--- src/hw/smtwsp_defs.vh ---
// Register addresses, field positions, reset values and counts of the two-wire serial port
`ifndef SMTWSP_DEFS_VH
`define SMTWSP_DEFS_VH

`define SMTWSP_MODE_ADDR 16'hff60
`define SMTWSP_BUSCTL_ADDR 16'hff61
`define SMTWSP_SVA_ADDR 16'hff62
`define SMTWSP_TIMING_ADDR 16'hff63
`define SMTWSP_SHIFT_ADDR 16'hff64

`define SMTWSP_MODE_RST 8'h01
`define SMTWSP_BUSCTL_RST 8'h00
`define SMTWSP_TIMING_RST 8'h00
`define SMTWSP_SVA_RST 8'h00
`define SMTWSP_SHIFT_RST 8'hff

`define SMTWSP_MODE_EN 7
`define SMTWSP_MODE_COI 6
`define SMTWSP_MODE_WUP 5
`define SMTWSP_MODE_SELH 4
`define SMTWSP_MODE_SELL 3
`define SMTWSP_MODE_PINSEL 2
`define SMTWSP_MODE_CLKSEL 1

`define SMTWSP_BC_BSYE 7
`define SMTWSP_BC_ACK_DETECTED_FLAG 6
`define SMTWSP_BC_AUTO_ACK_ENABLE 5
`define SMTWSP_BC_SOFTWARE_ACK_BIT 4
`define SMTWSP_BC_START_DETECTED_FLAG 3
`define SMTWSP_BC_STOP_DETECTED_FLAG 2
`define SMTWSP_BC_START_TRIGGER_BIT 1
`define SMTWSP_BC_STOP_TRIGGER_BIT 0

`define SMTWSP_TM_CLD 6
`define SMTWSP_TM_SIC 5
`define SMTWSP_TM_SVAM 4
`define SMTWSP_TM_CLC 3
`define SMTWSP_TM_WAIT_RELEASE_BIT 2
`define SMTWSP_TM_WAIT_SELECT_HIGH 1
`define SMTWSP_TM_WAIT_SELECT_LOW 0

`define SMTWSP_WAIT_8 2'b10
`define SMTWSP_WAIT_9 2'b11
`define SMTWSP_LAST_DATA 4'd7
`define SMTWSP_ACK_CLK 4'd8
`define SMTWSP_DONE_CLK 4'd9

`endif

--- src/hw/smtwsp_top.v ---
// Two-wire bus mode of the serial channel: master clocking, slave detection, registers, receive buffer
// What the document requires
// Falling data while clock high is start
// Seven address bits follow start; compare slave
// Only matching slave participates until next start/stop; the code enforces this in wake-up mode only
// Bit after address gives direction
// Receiver acknowledges low after each byte
// Transmitter samples acknowledge; master stops if none
// Rising data while clock high is stop
// Waiting slave holds clock line low
// Master alone supplies the serial clock
// Clock select chooses pin or timer clock
// Mode bits 11 select bus mode; pin select
// Wake-up limits interrupt to address match
// Software sets stop source before wake-up
// Address match flag, zero when disabled
// Channel enable bit stops or runs channel
// Stop trigger sets output latch, self-clears
// Start trigger clears output latch, self-clears
// Stop-detected flag set and clear conditions
// Start-detected flag set and clear conditions
// Software acknowledge drives data low immediately
// Automatic acknowledge on ninth falling edge
// Wait select field chooses interrupt and hold
// Wait release bit ends wait, self-clears
// Acknowledge-detected flag at ninth rising edge
// Shift register write starts transfer, after wait
// Bus inputs pass two synchroniser flops
`timescale 1ns/100ps
`default_nettype none
`include "smtwsp_defs.vh"

module smtwsp_top #(
    parameter RX_W = 8
) (
    input wire i_mclk,
    input wire i_sys_rst,
    input wire [15:0] i_addr,
    input wire i_wr,
    input wire [7:0] i_wdata,
    output reg [7:0] o_rdata,
    input wire i_timer_tick,
    input wire i_channel_clock_pin,
    output reg o_channel_clock_pin_out,
    output reg o_channel_clock_pin_oe,
    input wire i_data_line_a,
    output reg o_data_line_a_out,
    output reg o_data_line_a_oe,
    input wire i_data_line_b,
    output reg o_data_line_b_out,
    output reg o_data_line_b_oe,
    output reg o_channel_interrupt_flag,
    output reg o_rx_valid,
    output reg [RX_W-1:0] o_rx_data,
    input wire i_rx_ready
);

    reg [7:0] mode;
    reg bsye, auto_ack_enable, software_ack_bit, ack_detected_flag, start_detected_flag, stop_detected_flag;
    reg stop_interrupt_source_bit, svam, clc;
    reg [1:0] wat;
    reg [7:0] slave_address_register;
    reg [7:0] sr;
    reg so;
    reg busy, waiting, pend, ack_auto, partner, addr_phase, rx_hold, hold_low, scl_gen_low;
    reg [3:0] cnt;
    reg scl_s1, scl_s2, scl_d, sda_s1, sda_s2, sda_d;
    reg [RX_W-1:0] tail_data;
    reg tail_valid;
    wire en = mode[`SMTWSP_MODE_EN];
    wire wake_up_control_bit = mode[`SMTWSP_MODE_WUP];
    wire pinsel = mode[`SMTWSP_MODE_PINSEL];
    wire clk_sel = mode[`SMTWSP_MODE_CLKSEL];
    // bus mode decode
    wire bus_on = en & mode[`SMTWSP_MODE_SELH] & mode[`SMTWSP_MODE_SELL];
    wire wr_mode = i_wr & (i_addr == `SMTWSP_MODE_ADDR);
    wire wr_bc = i_wr & (i_addr == `SMTWSP_BUSCTL_ADDR);
    wire wr_sva = i_wr & (i_addr == `SMTWSP_SVA_ADDR);
    wire wr_tm = i_wr & (i_addr == `SMTWSP_TIMING_ADDR);
    wire wr_shift = i_wr & (i_addr == `SMTWSP_SHIFT_ADDR);
    wire wait_release_bit = wr_tm & i_wdata[`SMTWSP_TM_WAIT_RELEASE_BIT];
    // start detection on the synchronised lines
    wire start_det = bus_on & scl_s2 & scl_d & sda_d & ~sda_s2;
    // stop detection on the synchronised lines
    wire stop_det = bus_on & scl_s2 & scl_d & ~sda_d & sda_s2;
    wire scl_rise = scl_s2 & ~scl_d;
    wire scl_fall = ~scl_s2 & scl_d;
    wire [7:0] amask = svam ? 8'hfe : 8'hff;
    // comparator result, forced low when disabled
    wire address_match_flag = en & ((slave_address_register & amask) == (sr & amask));
    wire [7:0] next_byte = {sr[6:0], sda_s2};
    // address bits compared with the slave address
    wire addr_match = (next_byte & amask) == (slave_address_register & amask);
    wire byte_done = busy & scl_rise & (cnt == `SMTWSP_LAST_DATA);
    wire ack_rise = busy & scl_rise & (cnt == `SMTWSP_ACK_CLK);
    wire end_fall = busy & scl_fall & (cnt == `SMTWSP_DONE_CLK);
    // transfer begins on a write, deferred while a wait stands
    wire start_xfer = bus_on & ~busy & ~waiting & ~rx_hold & (wr_shift | pend) & ~(wake_up_control_bit & ~pend);
    wire fifo_room = ~tail_valid;
    wire push = fifo_room & (byte_done | rx_hold);
    wire [RX_W-1:0] push_data = byte_done ? next_byte[RX_W-1:0] : sr[RX_W-1:0];
    wire pop = o_rx_valid & i_rx_ready;
    wire sda_low = bus_on & ((~so & ~bsye) | software_ack_bit | ack_auto);
    // interrupt source selection
    wire next_irq = (stop_det & stop_interrupt_source_bit) | (wake_up_control_bit ? (byte_done & addr_phase & addr_match)
        : ((byte_done & ~wat[0]) | (ack_rise & (wat == `SMTWSP_WAIT_9))));
    // two flops on each bus line before any decision
    always @(posedge i_mclk) begin
        if (i_sys_rst) begin
            {scl_s1, scl_s2, scl_d, sda_s1, sda_s2, sda_d} <= 6'h3f;
        end else begin
            scl_s1 <= i_channel_clock_pin;
            scl_s2 <= scl_s1;
            scl_d <= scl_s2;
            sda_s1 <= pinsel ? i_data_line_a : i_data_line_b;
            sda_s2 <= sda_s1;
            sda_d <= sda_s2;
        end
    end
    always @(posedge i_mclk) begin
        if (i_sys_rst) begin
            mode <= `SMTWSP_MODE_RST;
            {bsye, auto_ack_enable, software_ack_bit, ack_detected_flag, start_detected_flag, stop_detected_flag} <= 6'h00;
            {stop_interrupt_source_bit, svam, clc, wat} <= 5'h00;
            slave_address_register <= `SMTWSP_SVA_RST;
            sr <= `SMTWSP_SHIFT_RST;
            so <= 1'b1;
            {busy, waiting, pend, ack_auto, partner, addr_phase, rx_hold, hold_low, scl_gen_low} <= 9'h000;
            cnt <= 4'h0;
            o_channel_interrupt_flag <= 1'b0;
        end else begin
            o_channel_interrupt_flag <= bus_on & next_irq;
            if (wr_mode) begin
                mode <= {i_wdata[7], 1'b0, i_wdata[5:0]};
            end
            if (wr_sva) begin
                slave_address_register <= i_wdata;
            end
            if (wr_tm) begin
                {stop_interrupt_source_bit, svam, clc} <= i_wdata[5:3];
                wat <= i_wdata[1:0];
            end
            if (wr_bc) begin
                bsye <= i_wdata[`SMTWSP_BC_BSYE];
                auto_ack_enable <= i_wdata[`SMTWSP_BC_AUTO_ACK_ENABLE];
                // software acknowledge drives the line at once
                if (i_wdata[`SMTWSP_BC_SOFTWARE_ACK_BIT]) begin
                    software_ack_bit <= 1'b1;
                end
                // stop trigger raises the output latch
                if (i_wdata[`SMTWSP_BC_STOP_TRIGGER_BIT]) begin
                    so <= 1'b1;
                // start trigger lowers the output latch
                end else if (i_wdata[`SMTWSP_BC_START_TRIGGER_BIT]) begin
                    so <= 1'b0;
                end
            end
            if (wr_shift & ~busy & ~wake_up_control_bit) begin
                sr <= i_wdata;
                if (waiting) begin
                    pend <= 1'b1;
                end
            end
            // wait release clears the hold, bit reads zero
            if (wait_release_bit) begin
                waiting <= 1'b0;
            end
            // transfer start clears the detected flags
            if (start_xfer) begin
                busy <= 1'b1;
                cnt <= 4'h0;
                start_detected_flag <= 1'b0;
                stop_detected_flag <= 1'b0;
                // cleared at transfer start
                ack_detected_flag <= 1'b0;
                software_ack_bit <= 1'b0;
                pend <= 1'b0;
            end
            // master clock generated from the selected tick
            // internal clock only with clock select at one
            if (bus_on & clk_sel & busy & ~waiting & i_timer_tick) begin
                if (scl_gen_low & ~rx_hold) begin
                    scl_gen_low <= 1'b0;
                end else if (~scl_gen_low & scl_s2) begin
                    scl_gen_low <= 1'b1;
                end
            end
            if (busy & scl_fall) begin
                if (cnt < `SMTWSP_ACK_CLK) begin
                    // direction bit shifted out like any other bit
                    so <= sr[7];
                end else if (cnt == `SMTWSP_ACK_CLK) begin
                    so <= 1'b1;
                    // automatic acknowledge for this clock
                    // receiver acknowledge, gated by participation only in wake-up mode
                    ack_auto <= auto_ack_enable & (~wake_up_control_bit | partner);
                    // eight-clock wait holds the line
                    if (wat == `SMTWSP_WAIT_8) begin
                        waiting <= 1'b1;
                    end
                end
                if (rx_hold) begin
                    hold_low <= 1'b1;
                end
            end
            if (rx_hold & fifo_room) begin
                rx_hold <= 1'b0;
                hold_low <= 1'b0;
            end
            if (busy & scl_rise & (cnt < `SMTWSP_ACK_CLK)) begin
                sr <= next_byte;
                cnt <= cnt + 4'h1;
            end
            if (byte_done) begin
                if (~fifo_room) begin
                    rx_hold <= 1'b1;
                end
                if (addr_phase) begin
                    addr_phase <= 1'b0;
                    // partner marks a match; a non-matching slave leaves only in wake-up mode
                    partner <= addr_match;
                    if (~addr_match) begin
                        stop_detected_flag <= 1'b0;
                        if (wake_up_control_bit) begin
                            busy <= 1'b0;
                        end
                    end
                end
            end
            // acknowledge sampled on the ninth rise
            // transmitter sees the acknowledge result here
            if (ack_rise) begin
                ack_detected_flag <= ~sda_s2;
                cnt <= `SMTWSP_DONE_CLK;
            end
            if (end_fall) begin
                busy <= 1'b0;
                ack_auto <= 1'b0;
                software_ack_bit <= 1'b0;
                scl_gen_low <= 1'b0;
                // nine-clock wait holds the line
                // clock held low until released
                if (wat == `SMTWSP_WAIT_9) begin
                    waiting <= 1'b1;
                end
            end
            // start detection sets the flag
            if (start_det) begin
                start_detected_flag <= 1'b1;
                partner <= 1'b0;
                addr_phase <= 1'b1;
                if (wake_up_control_bit) begin
                    busy <= 1'b1;
                    cnt <= 4'h0;
                    so <= 1'b1;
                    scl_gen_low <= 1'b0;
                end
            end
            // stop detection sets the flag
            // and clears the start flag
            if (stop_det) begin
                stop_detected_flag <= 1'b1;
                start_detected_flag <= 1'b0;
                partner <= 1'b0;
                addr_phase <= 1'b0;
                if (~clk_sel) begin
                    busy <= 1'b0;
                end
            end
            // disabled channel stops and clears its state
            if (~en) begin
                {software_ack_bit, ack_detected_flag, start_detected_flag, stop_detected_flag} <= 4'h0;
                {busy, waiting, pend, ack_auto, partner, addr_phase, rx_hold, hold_low, scl_gen_low} <= 9'h000;
                so <= 1'b1;
            end
        end
    end

    // Open-drain pins: output value stays low, enable pulls the line
    always @(posedge i_mclk) begin
        if (i_sys_rst) begin
            {o_channel_clock_pin_out, o_channel_clock_pin_oe} <= 2'b00;
            {o_data_line_a_out, o_data_line_a_oe, o_data_line_b_out, o_data_line_b_oe} <= 4'h0;
        end else begin
            {o_channel_clock_pin_out, o_data_line_a_out, o_data_line_b_out} <= 3'h0;
            // wait and buffer stall both hold the clock low
            o_channel_clock_pin_oe <= bus_on & (waiting | hold_low | (clk_sel & (scl_gen_low | (~busy & ~clc))));
            // pin select picks the open-drain data line
            o_data_line_a_oe <= sda_low & pinsel;
            o_data_line_b_oe <= sda_low & ~pinsel;
        end
    end
    // Read data is registered one cycle after the address
    always @(posedge i_mclk) begin
        if (i_sys_rst) begin
            o_rdata <= 8'h00;
        end else if (i_addr == `SMTWSP_MODE_ADDR) begin
            o_rdata <= {en, address_match_flag, mode[5:0]};
        end else if (i_addr == `SMTWSP_BUSCTL_ADDR) begin
            o_rdata <= {bsye, ack_detected_flag, auto_ack_enable, software_ack_bit, start_detected_flag, stop_detected_flag, 2'b00};
        end else if (i_addr == `SMTWSP_SVA_ADDR) begin
            o_rdata <= slave_address_register;
        end else if (i_addr == `SMTWSP_TIMING_ADDR) begin
            o_rdata <= {1'b0, en & scl_s2, stop_interrupt_source_bit, svam, clc, 1'b0, wat};
        end else if (i_addr == `SMTWSP_SHIFT_ADDR) begin
            o_rdata <= sr;
        end else begin
            o_rdata <= 8'h00;
        end
    end
    // Two-entry receive buffer: head register feeds the port, tail absorbs a stall
    always @(posedge i_mclk) begin
        if (i_sys_rst) begin
            {o_rx_valid, tail_valid} <= 2'b00;
            {o_rx_data, tail_data} <= {2*RX_W{1'b0}};
        end else if (pop) begin
            if (tail_valid) begin
                o_rx_data <= tail_data;
                tail_valid <= 1'b0;
            end else if (push) begin
                o_rx_data <= push_data;
            end else begin
                o_rx_valid <= 1'b0;
            end
        end else if (push) begin
            if (~o_rx_valid) begin
                o_rx_data <= push_data;
                o_rx_valid <= 1'b1;
            end else begin
                tail_data <= push_data;
                tail_valid <= 1'b1;
            end
        end
    end

endmodule
`default_nettype wire

--- config.mk ---
export PLATFORM = sky130hd
export DESIGN_NAME = smtwsp_top
export DESIGN_NICKNAME = d
export VERILOG_FILES = /design/src/hw/smtwsp_top.v
export VERILOG_INCLUDE_DIRS = /design/src /design/src/hw
export SDC_FILE = /design/constraint.sdc
export NUM_CORES = 1
export LEC_CHECK = 0
export ABC_CLOCK_PERIOD_IN_PS = 3300
export BUFFER_PORTS_ARGS = -buffer_cell sky130_fd_sc_hd__buf_2
export CAP_MARGIN = 0
export CORE_MARGIN = 1.5
export CORE_UTILIZATION = 60
export CTS_BUF_LIST = sky130_fd_sc_hd__clkbuf_8
export DETAILED_ROUTE_END_ITERATION = 6
export PLACE_DENSITY_LB_ADDON = 0.25
export SYNTH_ARGS = -nofsm -noshare
export SYNTH_HDL_FRONTEND = slang
export SYNTH_SLANG_ARGS = --single-unit
--- constraint.sdc ---
create_clock -name i_mclk -period 3.3 [get_ports i_mclk]
set_input_delay 0.33 -clock i_mclk [delete_from_list [all_inputs] [get_ports i_mclk]]
set_output_delay 0.33 -clock i_mclk [all_outputs]
set_load 0.05 [all_outputs]
==> metrics.md <==
| Metric | Value |
|---|---|
| Status | completed |
| Die W | 86.66 microns |
| Placed Instances | 600 |
| Vias per cell | 6.140 |
| Critical Path Slowest Stage Cell | dfxtp_1 |
| DRT Pass-1 Iters | 5 |
| Worst-path clk slew | 90 ps |
| Worst rel slew slack | 0.4872 |
| Final core occ | 0.6834 |
| Full die area | 0.007509 sq mm |
| Skew final | 10.96 ps |
| H-tree depth | 3 |
| Die Ht | 86.66 microns |
| Max cap viols | 0 |
| Sequential element share of the synthesized area | 0.4005 |
| Part of the cycle the worst path needs | 0.6997 |
| Top cells by area, synth | dfxtp_1 (40%), mux2i_1 (6.4%), nor2_1 (5.1%) |
| Setup-failing EPs final | 0 |
| Layout cells sized above 1 | 0.1923 |
| Input/output buffers | 52 |
| Fillers | 552 |
| Ys Warns | 0 |
| Fin area | 0.004643 sq mm |
| TNS Setup | 0 ps |
| Clock Latency Late Sink | 360 ps |
| Worst-path fanout max | 15 |
| WL final | 10880 microns |
| Kind of critical path | register to register |
| Cell leakage power | 0.001643 uW |
| Vias | 3782 |
| Post-Syn Instances | 481 |
| Gr usage total | 0.3042 |
| Core area | 0.006794 sq mm |
| I/O pin total | 56 |
| Arrival time worst endpoint | 2610 ps |
| Nets | 551 |
| Vias in the first global route | 3546 |
| Post-Syn Area | 0.004199 sq mm |
| Final Slew Violations | 0 |
| Wirelength per Cell | 17.67 microns |
| Top FF cell, synth | dfxtp_1 |
| Delay-heaviest family, CP | simple AND/OR/NAND/NOR gates |
| Post-synth EDFFs | 0 |
| Row Count | 30 |
| CTS tree | yes |
| Worst reg2reg setup slack | 990 ps |
| Max IR drop VDD | 283.8 uV |
| Fmax | 0.4331 GHz |
| Initial Util | 0.6180 |
| Final Hold Fails | 0 |
| Cell taking the most area after synthesis | dfxtp_1 |
| TritonCTS buffer count | 9 |
| Grt ovf | 0 |
| Drt initial violations | 289 |
| RSZ-0062 raised after global routing | no |
| Non-Filler Instances | 616 |
| # clock sinks | 84 |
| Post-cts sizing count | 0 |
| Setup crit end kind | register |
| Initial antenna violation count | 0 |
| Min Tclk post-route | 2309 ps |
| Clk buf depth | 2 |
| CTS root buf | clkbuf_8 |
| Post-synth ARST share | 0 |
| Synth cell types | 67 |
| # diodes | 0 |
| Type of origin of the critical path | register |
| Detailed placement HPWL | 7914 microns |
| CP peak stage delay | 570 ps |
| Share of the synthesized area in the top cell type | 0.4005 |
| Buffer and inverter count on the worst path | 0 |
| Critical-path cell list | nand4bb_4 -> o21ai_2 -> nand2b_1 -> ha_1 -> a21oi_1 -> o21ai_0 -> nor2_1 -> a22o_1 |
| PwrDens | 398.1 mW/mm^2 |
| CP Data Required Time | 3600 ps |
| DP Area | 0.004443 sq mm |
| Post-DRT Antenna Nets | 0 |
| DRC errors left | 0 |
| First-pass GRT wire length | 17520 microns |
| Setup Buffers After CTS | 0 |
| GPL Wtd Cong | 0.9746 |
| Avg Inst Size Synth | 8.730 sq um |
| CTS Hold Buffers Added | 0 |
| Largest net degree at the start of global routing | 51 |
| Layout area overhead | 10.58% |
| Worst slew pin tran | 758.8 ps |
| Worst Hold Class | input port to register |
| #FFs+latches synth | 84 |
==> per-layer routing <==
layer,share of wire,track usage
met3,0.064,0.06857
met1,0.43,0.3787
met5,0,0
met2,0.45,0.4808
met4,0.051,0.1833
==> logic make-up after synthesis <==
group	count (synthesis)	share of synthesized area
AND/OR/NAND/NOR	189	0.2500
AO/OA/AOI/OAI	110	0.1731
flip-flops	84	0.4005
buffers and inverters	42	0.04500
multiplexers	34	0.08314
XOR/XNOR	17	0.03546
adder cells (fa/ha/maj)	4	0.01192
other	1	0.0008931
==> synth_stat cells (all sizes together) (10+ instances only) <==
cell    count
o21ai      19
inv        10
a22o       12
buf        12
xnor2      10
dfxtp      84
nand3      12
clkbuf     20
nand2      44
nor2       60
mux2i      27
a21oi      41
nor3       17
==> worst paths after layout <==
| path | from | end | cells after the start |
|---|---|---|---|
| setup / recovery | busy | o_rx_data[5] | 8 |
| hold / removal | i_channel_clock_pin | scl_s1 | 2 |
| setup reg to reg | busy | o_rx_data[5] | 8 |
| hold reg to reg | sda_s1 | sda_s2 | 1 |
==> flip-flops by register name (all words and copies together), names as in the netlist, 2 cells and up <==
name                    count
o_rx_data                   8
tail_data                   8
cnt                         4
wat                         2
sr                          8
mode                        7
slave_address_register      8
o_rdata                     8
==> report_power, final <==
group	internal [uW]	switching (uW)	total, uW
logic	27.0	56.1	83.1
registers	1020	3.97	1020
clock network	354	392	746
==> final cells by class <==
type	count	area, sq um	share of cell area
Clock buffer	9	123.9	0.02668
Clock inverter	7	76.32	0.01644
Inverter	10	37.54	0.008084
Multi-Input combinational cell	357	2336	0.5031
Sequential cell	84	1682	0.3622
Tap cell	96	120.1	0.02587
Timing Repair Buffer	53	267.8	0.05767
==> cell usage in the layout (no fill, tap or decap), types with 4 or more instances in the layout <==
master	instances
mux2i_1	27
clkbuf_8	9
nand2b_1	5
a222oi_1	5
o21ai_0	17
or2_2	6
a211oi_1	7
mux2_2	7
dfxtp_1	84
inv_1	11
a22o_1	12
xor2_1	7
xnor2_1	10
a31oi_1	6
nand2_1	42
buf_2	52
nor3_1	16
nor2b_1	7
nor2_1	57
nand3_1	12
ha_1	4
a21oi_1	41
nand4_1	8
==> through the flow <==
step	setup slack, ps	hold WS, ps	total power (uW)
finish	990.9	149.5	1849
global placement	1134	393.1	1123
detailed placement	1016	399.0	1125
global route	790.5	149.1	1902
CTS	986.2	141.0	1853
floorplan	1336	389.5	1091
(Power assumes the default switching activity.)
